$ cat src/logic/logout_pkg.sv
// Constants, types and word map of the logout image formatter
package logout_pkg;

  // ----------------------------------------------------------------
  // Image word addresses (byte addresses, one fullword each)
  // ----------------------------------------------------------------
  localparam int          AW         = 12;
  localparam logic [11:0] A_SAR      = 12'h084;
  localparam logic [11:0] A_IAR      = 12'h088;
  localparam logic [11:0] A_MW1      = 12'h08c;
  localparam logic [11:0] A_MW2      = 12'h090;
  localparam logic [11:0] A_MW3      = 12'h094;
  localparam logic [11:0] A_MW4      = 12'h098;
  localparam logic [11:0] A_OPST     = 12'h09c;
  localparam logic [11:0] A_CHK      = 12'h0a0;
  localparam logic [11:0] A_OPCOPY   = 12'h0a8;
  localparam logic [11:0] A_MODE     = 12'h0ac;
  localparam logic [11:0] A_LSTORE   = 12'h0b0;
  localparam logic [11:0] A_LCS      = 12'h0b4;
  localparam logic [11:0] A_REGS     = 12'h0b8;
  localparam logic [11:0] A_REGS_END = 12'h0dc;
  localparam logic [11:0] A_IOINST   = 12'h0e0;
  localparam logic [11:0] A_CHRTNE   = 12'h0e4;
  localparam logic [11:0] A_BUFST    = 12'h0e8;
  localparam logic [11:0] A_BUFDAT   = 12'h0ec;
  localparam logic [11:0] A_IFACE    = 12'h0f0;
  localparam logic [11:0] A_MPXCTL   = 12'h0f4;
  localparam logic [11:0] A_SELB     = 12'h0f8;
  localparam logic [11:0] A_SELBP    = 12'h0fc;
  localparam logic [11:0] A_SELCP    = 12'h100;
  localparam logic [11:0] A_SELC     = 12'h104;
  localparam logic [11:0] A_SELCHK   = 12'h108;
  localparam logic [11:0] A_GRP3     = 12'h10c;
  localparam logic [11:0] A_GRP4     = 12'h110;
  localparam logic [11:0] A_POS      = 12'h114;
  localparam logic [11:0] A_GPREG    = 12'h118;
  localparam logic [11:0] A_SELCTL   = 12'h11c;
  localparam logic [11:0] A_SELSTOP  = 12'h120;
  localparam logic [11:0] A_RSV      = 12'h124;
  localparam logic [11:0] A_CHAN_LOW = 12'h088;

  // ----------------------------------------------------------------
  // Field positions: first bit, bit 0 being the word's high end
  // ----------------------------------------------------------------
  localparam int F_W0     = 0;
  localparam int F_AEXT   = 12;
  localparam int F_ACTL   = 16;
  localparam int F_GATE   = 4;
  localparam int F_MDEST  = 9;
  localparam int F_MOVFN  = 26;
  localparam int F_EMIT   = 1;
  localparam int F_STATHI = 28;
  localparam int F_STATLO = 24;
  localparam int F_ROSADR = 6;
  localparam int F_IRQREG = 18;
  localparam int F_INTST  = 4;
  localparam int F_LEN    = 20;
  localparam int F_FOLD   = 24;
  localparam int F_IOFLAG = 12;
  localparam int F_SBC    = 14;
  localparam int F_MWSEL  = 19;
  localparam int F_RREQ   = 4;
  localparam int F_PRI    = 9;
  localparam int F_CTLT   = 12;
  localparam int F_PAR4   = 28;
  localparam int F_CSTEP  = 8;
  localparam int F_MPXR   = 18;
  localparam int F_POSR   = 11;
  localparam int F_FLAGS  = 9;
  localparam int F_GPREST = 14;
  localparam int F_RSVMPX = 16;

  // ----------------------------------------------------------------
  // Software port: offsets and bits
  // ----------------------------------------------------------------
  localparam logic [3:0] R_CTRL   = 4'h0;
  localparam logic [3:0] R_STATUS = 4'h4;
  localparam int         C_START  = 0;
  localparam int         C_CHAN   = 1;
  localparam int         C_CLRDN  = 2;
  localparam int         S_BUSY   = 0;
  localparam int         S_CHAN   = 1;
  localparam int         S_DONE   = 2;

  typedef enum logic {ST_IDLE, ST_RUN} run_st_t;

endpackage

$ cat src/logic/logout_byte_parity.sv
// Odd parity generator, one bit per byte of a storage word
module logout_byte_parity
  import logout_pkg::*;
#(
  parameter int BYTES = 4
)(
  // Word to be sent to storage
  input  wire logic [8*BYTES-1:0] i_word,
  // Parity, bit BYTES-1 covers the high byte
  output      logic [BYTES-1:0]   o_par
);

  // ----------------------------------------------------------------
  // Elaboration check
  // ----------------------------------------------------------------
  if (BYTES < 1)
  begin : g_bad
    $error("logout_byte_parity: BYTES must be at least 1");
  end

  // ----------------------------------------------------------------
  // One XOR tree per byte
  // ----------------------------------------------------------------
  for (genvar b = 0; b < BYTES; b++)
  begin : g_byte
    // Odd parity: the nine bits of a byte always hold an odd count
    assign o_par[b] = ~(^i_word[8*b +: 8]);
  end

endmodule

$ cat src/logic/logout_image_layout.sv
// Logout image formatter: packs machine state into storage words
//
// Behaviour
// - Word 08C: address extension, address control
// - Word 090: adder gating, mover destination
// - Word 094: group parity, emit field
// - Stat-setting field split across two words
// - Op stats word written again later
// - Mode word: timer, console interrupts bits 4-5
// - H register full word plus fold
// - Same pair for M, R, L, storage data
// - I/O instruction status flags bits 12-16
// - Routine word: byte control, microword bits
// - Mux channel triggers, priority, control triggers
// - B register word then parity word
// - C register parity word then data
// - Channel checks word, low or high address
// - Position register and cycle step bits
// - Common channel detect in bits 28-31
// - Five channel flags in bits 9-13
// - Last word reserved, two halves
// - Length counters in local store word
// - Group-4 parity word, rest unused
// - Odd parity generated per stored byte
// - Parity-carrying register takes two words
//
// Decided for this implementation: the strobed register port and the register addresses.
module logout_image_layout
  import logout_pkg::*;
(
  // Clock and reset
  input  wire logic         i_clk_sys,
  input  wire logic         i_rst,
  // Software port
  input  wire logic [3:0]   i_reg_addr,
  input  wire logic [31:0]  i_reg_wdata,
  input  wire logic         i_reg_wr,
  input  wire logic         i_reg_rd,
  output      logic [31:0]  o_reg_rdata,
  // Storage write path
  output      logic         o_sto_we,
  output      logic [11:0]  o_sto_addr,
  output      logic [31:0]  o_sto_data,
  output      logic [3:0]   o_sto_par,
  // Processor state
  input  wire logic [31:0]  i_storage_address_reg,
  input  wire logic [2:0]   i_sar_par,
  input  wire logic [3:0]   i_byte_stats,
  input  wire logic [31:0]  i_instruction_address_reg,
  input  wire logic [2:0]   i_iar_par,
  input  wire logic [0:95]  i_microword_data_reg,
  input  wire logic [0:2]   i_mw_grp_par,
  input  wire logic [5:0]   i_mover_fn,
  input  wire logic [11:0]  i_prev_ros_addr,
  input  wire logic [11:0]  i_cur_ros_addr,
  input  wire logic [1:0]   i_op_stats,
  input  wire logic [13:0]  i_irq_psw,
  input  wire logic [26:0]  i_check_bits,
  input  wire logic [3:0]   i_io_mode,
  input  wire logic         i_timer_irq,
  input  wire logic         i_console_irq,
  input  wire logic [24:0]  i_mode_rest,
  input  wire logic [18:0]  i_ls_ctl,
  input  wire logic [5:0]   i_len_ctr1,
  input  wire logic [5:0]   i_len_ctr2,
  input  wire logic [8:0]   i_large_core_option,
  input  wire logic [31:0]  i_h,
  input  wire logic [31:0]  i_m,
  input  wire logic [31:0]  i_r,
  input  wire logic [31:0]  i_l,
  input  wire logic [31:0]  i_storage_data_reg,
  // Channel state
  input  wire logic [11:0]  i_io_inst,
  input  wire logic [4:0]   i_io_flags,
  input  wire logic [13:0]  i_rtne_ctl,
  input  wire logic [3:0]   i_sbc_reg,
  input  wire logic         i_first_cyc_chk,
  input  wire logic [23:0]  i_buf_status,
  input  wire logic [18:0]  i_buf_data,
  input  wire logic [21:0]  i_iface_lines,
  input  wire logic [3:0]   i_ctl_emit,
  input  wire logic [4:0]   i_rtne_req,
  input  wire logic [2:0]   i_priority,
  input  wire logic [5:0]   i_ctl_trigs,
  input  wire logic [5:0]   i_mpx_rest,
  input  wire logic [31:0]  i_sel_b,
  input  wire logic [3:0]   i_sel_b_par,
  input  wire logic [31:0]  i_sel_c,
  input  wire logic [3:0]   i_sel_c_par,
  input  wire logic [23:0]  i_sel_status,
  input  wire logic [7:0]   i_sel_checks,
  input  wire logic [3:0]   i_grp3_par,
  input  wire logic [3:0]   i_grp4_par,
  input  wire logic [7:0]   i_position_reg,
  input  wire logic [2:0]   i_cyc_step,
  input  wire logic [15:0]  i_pos_rest,
  input  wire logic [3:0]   i_cc_detect,
  input  wire logic [6:0]   i_gp_reg,
  input  wire logic [4:0]   i_chan_flags,
  input  wire logic [17:0]  i_gp_rest,
  input  wire logic [31:0]  i_sel_ctl,
  input  wire logic [3:0]   i_sel_stop,
  input  wire logic [15:0]  i_rsv_sel,
  input  wire logic [15:0]  i_rsv_mpx
);

  // ----------------------------------------------------------------
  // State
  // ----------------------------------------------------------------
  typedef struct packed {
    run_st_t     st;     // Idle or emitting words
    logic        chan;   // Channel-only image in progress
    logic        done;   // Sticky end-of-image flag
    logic [5:0]  idx;    // Word number within the image
    logic        we;     // Storage write strobe
    logic [11:0] addr;   // Storage word address
    logic [31:0] data;   // Storage word data
    logic [3:0]  par;    // Storage byte parity
    logic [31:0] rdata;  // Software read data
  } state_t;

  state_t q, d;
  logic [11:0] fa;       // Full-image address of the current word
  logic [31:0] word;     // Formatted word
  logic [3:0]  par;      // Its generated parity
  logic        last;     // Current word ends the image
  logic [31:0] rsel;     // Selected working register for pairs

  // Places v so that its top bit lands on bit number 'first'
  function automatic logic [31:0] put(input logic [31:0] w,
                                      input int first,
                                      input int width,
                                      input logic [31:0] v);
    logic [31:0] m;
    m   = (32'hffffffff >> (32 - width)) << (32 - first - width);
    put = w | ((v << (32 - first - width)) & m);
  endfunction

  // Op stats, current control address and interrupt bits
  function automatic logic [31:0] op_word();
    logic [31:0] w;
    w = put(32'h0, F_W0, 2, 32'(i_op_stats));
    w = put(w, F_ROSADR, 12, 32'(i_cur_ros_addr));
    op_word = put(w, F_IRQREG, 14, 32'(i_irq_psw));
  endfunction

  // ----------------------------------------------------------------
  // Address walk: full image from 084, channel-only from B register
  // ----------------------------------------------------------------
  always_comb
  begin
    fa   = (q.chan ? A_SELB : A_SAR) + {4'h0, q.idx, 2'b00};
    last = (fa == A_RSV);
  end

  // ----------------------------------------------------------------
  // Working register pairs: data word, then fold word
  // ----------------------------------------------------------------
  always_comb
  begin
    unique case (fa[5:3] - A_REGS[5:3])
      3'd0:    rsel = i_h;
      3'd1:    rsel = i_m;
      3'd2:    rsel = i_r;
      3'd3:    rsel = i_l;
      default: rsel = i_storage_data_reg;
    endcase
  end

  // ----------------------------------------------------------------
  // Word formatter; every position not filled stays zero
  // ----------------------------------------------------------------
  always_comb
  begin
    word = 32'h0;
    if (fa >= A_REGS && fa <= A_REGS_END)
    begin
      // Even word holds 32 data bits, odd word bits 28-31 at 24-27
      if (fa[2])
        word = put(32'h0, F_FOLD, 4, 32'(rsel[3:0]));
      else
        word = rsel;
    end
    else
    begin
      unique case (fa)
        A_SAR:
          word = {i_sar_par[2], i_storage_address_reg[23:16],
                  i_sar_par[1], i_storage_address_reg[15:8],
                  i_sar_par[0], i_storage_address_reg[7:0],
                  1'b0, i_byte_stats};
        A_IAR:
          word = {i_iar_par[2], i_instruction_address_reg[23:16],
                  i_iar_par[1], i_instruction_address_reg[15:8],
                  i_iar_par[0], i_instruction_address_reg[7:0],
                  5'h00};
        A_MW1:
        begin
          word = put(32'h0, F_W0, 1, 32'(i_mw_grp_par[0]));
          word = put(word, 1, 11, 32'(i_microword_data_reg[1:11]));
          word = put(word, F_AEXT, 4,
                     32'(i_microword_data_reg[12:15]));
          word = put(word, F_ACTL, 3,
                     32'(i_microword_data_reg[16:18]));
          word = put(word, 20, 5, 32'(i_microword_data_reg[19:23]));
          word = put(word, 26, 6, 32'(i_microword_data_reg[25:30]));
        end
        A_MW2:
        begin
          word = put(32'h0, F_W0, 1, 32'(i_mw_grp_par[1]));
          word = put(word, 1, 3, 32'(i_microword_data_reg[32:34]));
          word = put(word, F_GATE, 5,
                     32'(i_microword_data_reg[35:39]));
          word = put(word, F_MDEST, 4,
                     32'(i_microword_data_reg[40:43]));
          word = put(word, 13, 12, 32'(i_microword_data_reg[44:55]));
          word = put(word, F_MOVFN, 6, 32'(i_mover_fn));
        end
        A_MW3:
        begin
          word = put(32'h0, F_W0, 1, 32'(i_mw_grp_par[2]));
          word = put(word, F_EMIT, 4,
                     32'(i_microword_data_reg[57:60]));
          word = put(word, 5, 22, 32'(i_microword_data_reg[61:82]));
          word = put(word, F_STATHI, 4,
                     32'(i_microword_data_reg[84:87]));
        end
        A_MW4:
        begin
          word = put(32'h0, F_ROSADR, 12, 32'(i_prev_ros_addr));
          word = put(word, F_STATLO, 2,
                     32'(i_microword_data_reg[88:89]));
        end
        A_OPST, A_OPCOPY:
          word = op_word();
        A_CHK:
          word = put(32'h0, F_W0, 27, 32'(i_check_bits));
        A_MODE:
        begin
          word = put(32'h0, F_W0, 4, 32'(i_io_mode));
          word = put(word, F_INTST, 2,
                     32'({i_timer_irq, i_console_irq}));
          word = put(word, 6, 25, 32'(i_mode_rest));
        end
        A_LSTORE:
        begin
          word = put(32'h0, F_W0, 19, 32'(i_ls_ctl));
          word = put(word, F_LEN, 12,
                     32'({i_len_ctr1, i_len_ctr2}));
        end
        A_LCS:
          word = put(32'h0, F_W0, 9,
                     32'(i_large_core_option & 9'h1ef));
        A_IOINST:
        begin
          word = put(32'h0, F_W0, 12, 32'(i_io_inst));
          word = put(word, F_IOFLAG, 5, 32'(i_io_flags));
        end
        A_CHRTNE:
        begin
          word = put(32'h0, F_W0, 14, 32'(i_rtne_ctl));
          word = put(word, F_SBC, 4, 32'(i_sbc_reg));
          word = put(word, F_MWSEL, 5,
                     32'({i_microword_data_reg[33], i_microword_data_reg[34],
                          i_microword_data_reg[47], i_microword_data_reg[48],
                          i_first_cyc_chk}));
        end
        A_BUFST:
          word = put(32'h0, F_W0, 24, 32'(i_buf_status));
        A_BUFDAT:
          word = put(32'h0, F_W0, 19, 32'(i_buf_data));
        A_IFACE:
          word = put(32'h0, F_W0, 22, 32'(i_iface_lines));
        A_MPXCTL:
        begin
          word = put(32'h0, F_W0, 4, 32'(i_ctl_emit));
          word = put(word, F_RREQ, 5, 32'(i_rtne_req));
          word = put(word, F_PRI, 3, 32'(i_priority));
          word = put(word, F_CTLT, 6, 32'(i_ctl_trigs));
          word = put(word, F_MPXR, 6, 32'(i_mpx_rest));
        end
        A_SELB:
          word = i_sel_b;
        A_SELBP:
          word = put(32'h0, F_PAR4, 4, 32'(i_sel_b_par));
        A_SELCP:
          word = put(32'h0, F_PAR4, 4, 32'(i_sel_c_par));
        A_SELC:
          word = i_sel_c;
        A_SELCHK:
        begin
          word = put(32'h0, F_W0, 24, 32'(i_sel_status));
          word = put(word, F_STATLO, 8, 32'(i_sel_checks));
        end
        A_GRP3:
          word = put(32'h0, F_PAR4, 4, 32'(i_grp3_par));
        A_GRP4:
          word = put(32'h0, F_PAR4, 4, 32'(i_grp4_par));
        A_POS:
        begin
          word = put(32'h0, F_W0, 8, 32'(i_position_reg));
          word = put(word, F_CSTEP, 3, 32'(i_cyc_step));
          word = put(word, F_POSR, 16, 32'(i_pos_rest));
          word = put(word, F_PAR4, 4, 32'(i_cc_detect));
        end
        A_GPREG:
        begin
          word = put(32'h0, F_W0, 7, 32'(i_gp_reg));
          word = put(word, F_FLAGS, 5, 32'(i_chan_flags));
          word = put(word, F_GPREST, 18, 32'(i_gp_rest));
        end
        A_SELCTL:
          word = i_sel_ctl;
        A_SELSTOP:
          word = put(32'h0, F_PAR4, 4, 32'(i_sel_stop));
        A_RSV:
          word = put(32'h0, F_RSVMPX, 16,
                     32'(i_rsv_mpx)) | {i_rsv_sel, 16'h0};
        // Spare word and anything unmapped go out as zero
        default:
          word = 32'h0;
      endcase
    end
  end

  // ----------------------------------------------------------------
  // Byte parity for the outgoing word
  // ----------------------------------------------------------------
  logout_byte_parity #(
    .BYTES (4)
  ) u_par (
    .i_word (word),
    .o_par  (par)
  );

  // ----------------------------------------------------------------
  // Next state: software port, sequencer, storage outputs
  // ----------------------------------------------------------------
  always_comb
  begin
    d       = q;
    d.we    = 1'b0;
    d.rdata = 32'h0;
    // Read data stand only in the cycle after the strobe
    if (i_reg_rd)
    begin
      if (i_reg_addr == R_STATUS)
        d.rdata = {18'h0, q.idx, 5'h00, q.done, q.chan,
                   q.st == ST_RUN};
      else if (i_reg_addr == R_CTRL)
        d.rdata = {30'h0, q.chan, 1'b0};
    end
    // Clearing done loses to a completion in the same cycle
    if (i_reg_wr && i_reg_addr == R_CTRL && i_reg_wdata[C_CLRDN])
      d.done = 1'b0;
    unique case (q.st)
      ST_IDLE:
      begin
        // A start while busy is ignored; mode latched at start
        if (i_reg_wr && i_reg_addr == R_CTRL && i_reg_wdata[C_START])
        begin
          d.st   = ST_RUN;
          d.chan = i_reg_wdata[C_CHAN];
          d.idx  = 6'h00;
        end
      end
      ST_RUN:
      begin
        // One storage write per cycle, ascending fullwords
        d.we   = 1'b1;
        d.addr = q.chan ? A_CHAN_LOW + {4'h0, q.idx, 2'b00} : fa;
        d.data = word;
        d.par  = par;
        d.idx  = q.idx + 6'h01;
        if (last)
        begin
          d.st   = ST_IDLE;
          d.done = 1'b1;
        end
      end
    endcase
  end

  // ----------------------------------------------------------------
  // State register
  // ----------------------------------------------------------------
  always_ff @(posedge i_clk_sys or posedge i_rst)
  begin
    if (i_rst)
      q <= '0;
    else
      q <= d;
  end

  assign o_sto_we    = q.we;
  assign o_sto_addr  = q.addr;
  assign o_sto_data  = q.data;
  assign o_sto_par   = q.par;
  assign o_reg_rdata = q.rdata;
endmodule

$ cat config.mk
export PLATFORM = sky130hd
export DESIGN_NAME = logout_image_layout
export DESIGN_NICKNAME = d
export VERILOG_FILES = /design/src/logic/logout_pkg.sv /design/src/logic/logout_byte_parity.sv /design/src/logic/logout_image_layout.sv
export SDC_FILE = /design/constraint.sdc
export NUM_CORES = 1
export LEC_CHECK = 0
export BUFFER_PORTS_ARGS = -buffer_cell sky130_fd_sc_hd__buf_4
export CAP_MARGIN = 5
export CORE_AREA = 3 3 375 377
export CTS_CLUSTER_DIAMETER = 80
export CTS_CLUSTER_SIZE = 28
export DETAILED_ROUTE_END_ITERATION = 8
export DIE_AREA = 0 0 378 380
export GPL_ROUTABILITY_DRIVEN = 0
export PLACE_DENSITY = 0.3
export SYNTH_ARGS = -nofsm -noshare
export SYNTH_HDL_FRONTEND = slang
export SYNTH_SLANG_ARGS = --single-unit
$ cat constraint.sdc
create_clock -name i_clk_sys -period 5 [get_ports i_clk_sys]
set_input_delay 1 -clock i_clk_sys [delete_from_list [all_inputs] [get_ports i_clk_sys]]
set_output_delay 1 -clock i_clk_sys [all_outputs]
set_load 0.03 [all_outputs]
# == After elaboration in Yosys (flattened, before gate mapping) ==
# Index checks and enable logic that the tools add are counted.
# totals
ff_bits,90
out_inout_bits,81
word_cells,118
# classes
bitwise,38
n_reduce_logical,12
muxes,18
n_lt_le_gt_ge,2
n_addsub,4
n_eq_ne,35
# op_table
op,n
one-hot mux 32 bit (29 select lines),1
== test 9 x 8 -> 1 bit (second input constant),20
two-way mux 32 bit,4
one-hot mux 32 bit (4 select lines),1
OR 32 x 20 -> 32 bit,3
OR 32 x 23 -> 32 bit,3
OR 32 x 28 -> 32 bit,3
OR 32 x 31 -> 32 bit,3
== test 9 bit (second input constant),10
OR 32 x 12 -> 32 bit,2
OR 32 x 14 -> 32 bit,2
OR 32 x 18 -> 32 bit,2
OR 32 x 26 -> 32 bit,2
OR 32 x 4 -> 32 bit,2
OR 32 x 6 -> 32 bit,2
two-way mux 49 bit,1
OR 16 x 32 -> 32 bit,1
OR 32 x 13 -> 32 bit,1
OR 32 x 16 -> 32 bit,1
OR 32 x 19 -> 32 bit,1
OR 32 x 21 -> 32 bit,1
OR 32 x 24 -> 32 bit,1
OR 32 x 27 -> 32 bit,1
OR 32 x 8 -> 32 bit,1
25 further kinds,40

# == Depth between registers and ports, before layout ==
# logic_depth
depth_word,10
mapped_depth,19
mapped_depth_nobuf,13

# == Modules after synthesis ==
# A second synthesis with hierarchy kept.
# hier_totals
cells_unflattened,1584
hier_area_um2,11875.1
# by_module_without_submodules
module,cells_per_inst,n_inst,area_per_inst_um2
logout_image_layout,1556,1,11629.9
logout_byte_parity,28,1,245.2

# == Worst setup path before layout ==
# No wires, ideal clock.
# synth_path
path_kind,register to register
from,reg q[88] (netlist name)
to,"reg q, in the netlist o_sto_par[3]"
stages_incl_launch_ff,16
t_arrival_ps,4574
path_buffers,6
required_time_ps,4875
setup_ps,125
slack_ps,301
path_cell_list,dfrtp_1 -> clkbuf_1 -> inv_1 -> ha_1 -> fa_1 -> buf_2 -> buf_2 -> buf_1 -> buf_2 -> buf_1 -> mux4_2 -> a22oi_1 -> nand3_1 -> nor4_1 -> xnor3_1 -> mux2_2
# synth_via
elab_chain_cells,9
elab_cells_between_ends,47
cone_classes,add/sub: 2; order compare: 2; eq/ne: 33; mux: 5; bitwise: 1; reduce/logical: 4
# synth_rtl
item,line_no,text
from (decl),logout_image_layout.sv:122,"state_t q, d;"
from (signal assigned),logout_image_layout.sv:390,q <= '0;
from (signal assigned),logout_image_layout.sv:392,q <= d;
two-way mux 7 bit *,logout_image_layout.sv:152,"fa = (q.chan ? A_SELB : A_SAR) + {4'h0, q.idx, 2'b00};"
adder 8 x 8 -> 9 bit *,logout_image_layout.sv:152,
subtractor 3 bit,logout_image_layout.sv:161,unique case (fa[5:3] - A_REGS[5:3])
== test 3 x 2 -> 1 bit (tied with other cells),logout_image_layout.sv:161,
one-hot mux 32 bit (4 select lines),logout_image_layout.sv:161,
two-way mux 32 bit,logout_image_layout.sv:179,if (fa[2])
two-way mux 32 bit *,logout_image_layout.sv:176,if (fa >= A_REGS && fa <= A_REGS_END)
XOR reduction 8 bit *,logout_byte_parity.sv:27,assign o_par[b] = ~(^i_word[8*b +: 8]);
NOT 1 bit *,logout_byte_parity.sv:27,
# Every way passes the cells marked *; elsewhere a longest branch is shown, timed or not.
# A chain may end at the register's enable or synchronous reset.

# == Worst setup path after layout ==
# layout_path
from,reg q[88] (netlist name)
to,"reg q, in the netlist o_sto_par[2]"
# The elaborated chain is that of the path after synthesis.

==> impl_metrics.env <==
export IMPL_fin_crit_ns=4.92
export IMPL_setup_slack_ns=0.0810
export IMPL_synth_top_area_cell="dfrtp_1"
export IMPL_fin_skew_ns=0.0169
export IMPL_yosys_warnings=0
export IMPL_synth_area_um2=11300
export IMPL_r2r_start="q[88]"
export IMPL_path_cells="inv_1 -> ha_4 -> fa_4 -> buf_4 -> and2_2 -> nand2_1 -> a211oi_1 -> or2_1 -> buf_12 -> a222oi_1 -> nor4b_2 -> buf_4 -> xnor2_1 -> xnor3_2 -> xnor2_1 -> mux2_2"
export IMPL_avgViaCountPerCell=4.28
export IMPL_clkSlewWorstSetupHoldPaths_ns=0.07
export IMPL_initial_core_util_pct=8.19
export IMPL_hold_depth=1
export IMPL_fin_setup_tns_ns=0
export IMPL_placed_area_um2=22200
export IMPL_synth_edf_count=0
export IMPL_r2r_cells=16
export IMPL_pre_cts_slack_ns=-0.278
export IMPL_final_cell_area_um2=23100
export IMPL_netlist_instances=1464
export IMPL_worst_slew_pin_slew_ns=1.16
export IMPL_drv_slew=0
export IMPL_drive_gt1_share_pct=56.0
export IMPL_slowest_stage="a222oi_1"
export IMPL_hold_viol_final=0
export IMPL_start_kind="flop"
export IMPL_slew_headroom_pct=22.6
export IMPL_rr_endpoint="o_sto_par[2]"
export IMPL_drc=0
export IMPL_ys_ff_latch=62
export IMPL_leakagePower_nw=10.2
export IMPL_synth_top_area_share_pct=13.8
export IMPL_endpoint_kind="flop"
export IMPL_rows=136
export IMPL_worstHoldStart="q[87]"
export IMPL_ant_nets=0
export IMPL_r2r_slack_ns=0.08
export IMPL_min_to="o_reg_rdata[2]"
export IMPL_synth_flop_cell="dfrtp_1"
export IMPL_synth_area_top_cells="dfrtp_1 (14%), buf_4 (6.1%), mux2i_1 (5.8%), nand2_1 (5.4%), a22oi_1 (4.5%)"
export IMPL_grt_pass1_wl_mm=221
export IMPL_antenna_found_initial=175
export IMPL_cp_required_ns=5.23
export IMPL_cpPeakStageDelay_ns=0.89
export IMPL_p_per_area_nw_per_um2=1100
export IMPL_die_w_um=378
export IMPL_drt_initial_drc_count=1805
export IMPL_yosysMostFrequentCell="nand2_1"
export IMPL_wl_per_cell_um=41.4
export IMPL_cts_tree="done"
export IMPL_synthTopCellsByCount="nand2_1 (162), buf_4 (92), nor2_1 (78), a21oi_1 (75), nand3_1 (73)"
export IMPL_ir_drop_mv=0.542
export IMPL_outcome="finished clean"
export IMPL_path_buf_inv=4
export IMPL_ys_seq_area_share_pct=13.8
export IMPL_crit_family="simple AND/OR/NAND/NOR gates"
export IMPL_clk_path_buf_depth=2
export IMPL_dp_hpwl_mm=160
export IMPL_arrival_ns=5.15
export IMPL_drv_cap=0
export IMPL_setup_viol=0
export IMPL_synthArstFlopShare_pct=100
export IMPL_max_freq_mhz=203
export IMPL_crit_type="reg2reg"
export IMPL_cts_root_buffer="clkbuf_16"
export IMPL_die_area_um2=144000
export IMPL_core_um2=137000
export IMPL_drtPass1Iterations=8
export IMPL_numCtsBuffers=9
export IMPL_area_delta_synth_final_pct=105
export IMPL_syn_area_per_cell_um2=7.69
export IMPL_track_usage_pct=24.1
export IMPL_grt_max_degree=84
export IMPL_io_buffers=878
export IMPL_post_route_period_util_pct=98.4
export IMPL_h_tree_depth=3
export IMPL_hp_class="reg2reg"
export IMPL_ios=964
export IMPL_cp_max_fo=5
export IMPL_clock_latency_ns=0.35
export IMPL_die_y_um=380
export IMPL_gr_total_overflow=0
export IMPL_nNetsFinal=3433
export IMPL_setup_worst_path_start="q[88]"
export IMPL_first_global_vias=19010
export IMPL_clock_sinks=62
export IMPL_synth_cell_types=92
export IMPL_vias=18868
export IMPL_wirelength_mm=183
cell usage in the layout (no fill, tap or decap), types with 8 or more instances in the layout:
master and count:
conb_1 28, nor2_4 9, and3_1 24, a211oi_1 15, nor3_1 31, nand4_1 34
a21o_1 15, a221oi_1 21, o2111ai_1 8, nand3_1 73, o211ai_1 21, a31oi_1 19
buf_4 1219, nor2_1 71, nor4_2 8, clkbuf_16 10, a222oi_1 27, a22oi_1 67
o2bb2ai_1 8, mux2i_1 64, a21oi_1 70, o22ai_1 21, buf_12 28, a221o_1 12
mux4_2 17, a22o_1 30, and2_1 12, dfrtp_1 61, mux2_2 38, nand2_1 160
o21ai_0 69, diode_2 70, a32oi_1 25, xnor2_1 15
cell families after synthesis:
family	count (synthesis)	synth area share, %
compound gates	532	35.3
mux	121	13.1
fa+ha+maj	8	0.955
simple gates	481	21.2
flops	62	13.8
buf+inv	226	11.7
xor+xnor	33	4.00
other cells	1	0.0333
worst max-delay path by stage:
stage,endpoint,slack (ns),cells past startpoint
2_1_floorplan,o_sto_par[3],0.30,15
3_3_place_gp,o_sto_par[1],-0.56,15
3_5_place_dp,o_sto_par[3],-0.28,16
4_1_cts,o_sto_par[2],0.005,16
5_1_grt,o_sto_par[1],-0.003,19
6_report,o_sto_par[2],0.08,16
worst register-to-register path, delay by kind of cell, from the launching register on:
kind | cells | cell delay (ns)
mux | 1 | 0.26
xor+xnor | 3 | 0.64
fa+ha+maj | 2 | 0.81
flops | 1 | 0.41
compound gates | 2 | 0.97
simple gates | 4 | 1.01
buf+inv | 4 | 0.69
per-stage QoR:
stage          util (%)  hold slack (ns)  power (mW)  std cells
2_1_floorplan         -            0.352        10.8       1491
3_3_place_gp       16.1            0.470        24.2       4305
3_5_place_dp       16.2            0.471        24.2       4307
4_1_cts            16.4            0.485        25.1       4323
5_1_grt            16.7            0.503        26.2       4364
6_report           16.8            0.483        25.4       4411
flip-flops by register name, indices dropped and copies added (netlist names):
name and flops:
q 9, o_sto_data 32, o_sto_par 4, o_sto_addr 7, o_reg_rdata 9, o_sto_we 1
cell type report:
class | count | area (µm²)
clock inverters | 7 | 72.6
repair buffers | 1256 | 9830
well taps | 1794 | 2240
clock buffers | 9 | 225
fillers | 15879 | 114000
inverters | 10 | 38.8
diodes | 70 | 175
flip-flops and latches | 62 | 1560
multi-input cells | 1203 | 8970
power by group:
group | total [mW] | switching, mW | internal (mW)
Sequential | 0.990 | 0.240 | 0.750
Combinational | 23.8 | 14.6 | 9.12
Clock | 0.669 | 0.281 | 0.388
routing by layer:
| layer | vias up | routed length (µm) | global-route usage, % |
|---|---|---|---|
| li1 | 7959 | - | - |
| met1 | 9433 | 70700 | 27.4 |
| met2 | 1026 | 85900 | 40.2 |
| met3 | 304 | 19700 | 11.1 |
| met4 | 146 | 5380 | 7.13 |
| met5 | - | 975 | 0 |
repair_timing:
action	CTS	global route
endpoints found under the setup margin	4	4
setup buffers	0	17
resized for setup	15	35
pin swaps	2	9
hold buffers	0	0
cloned	0	1
(Power assumes the default switching activity.)
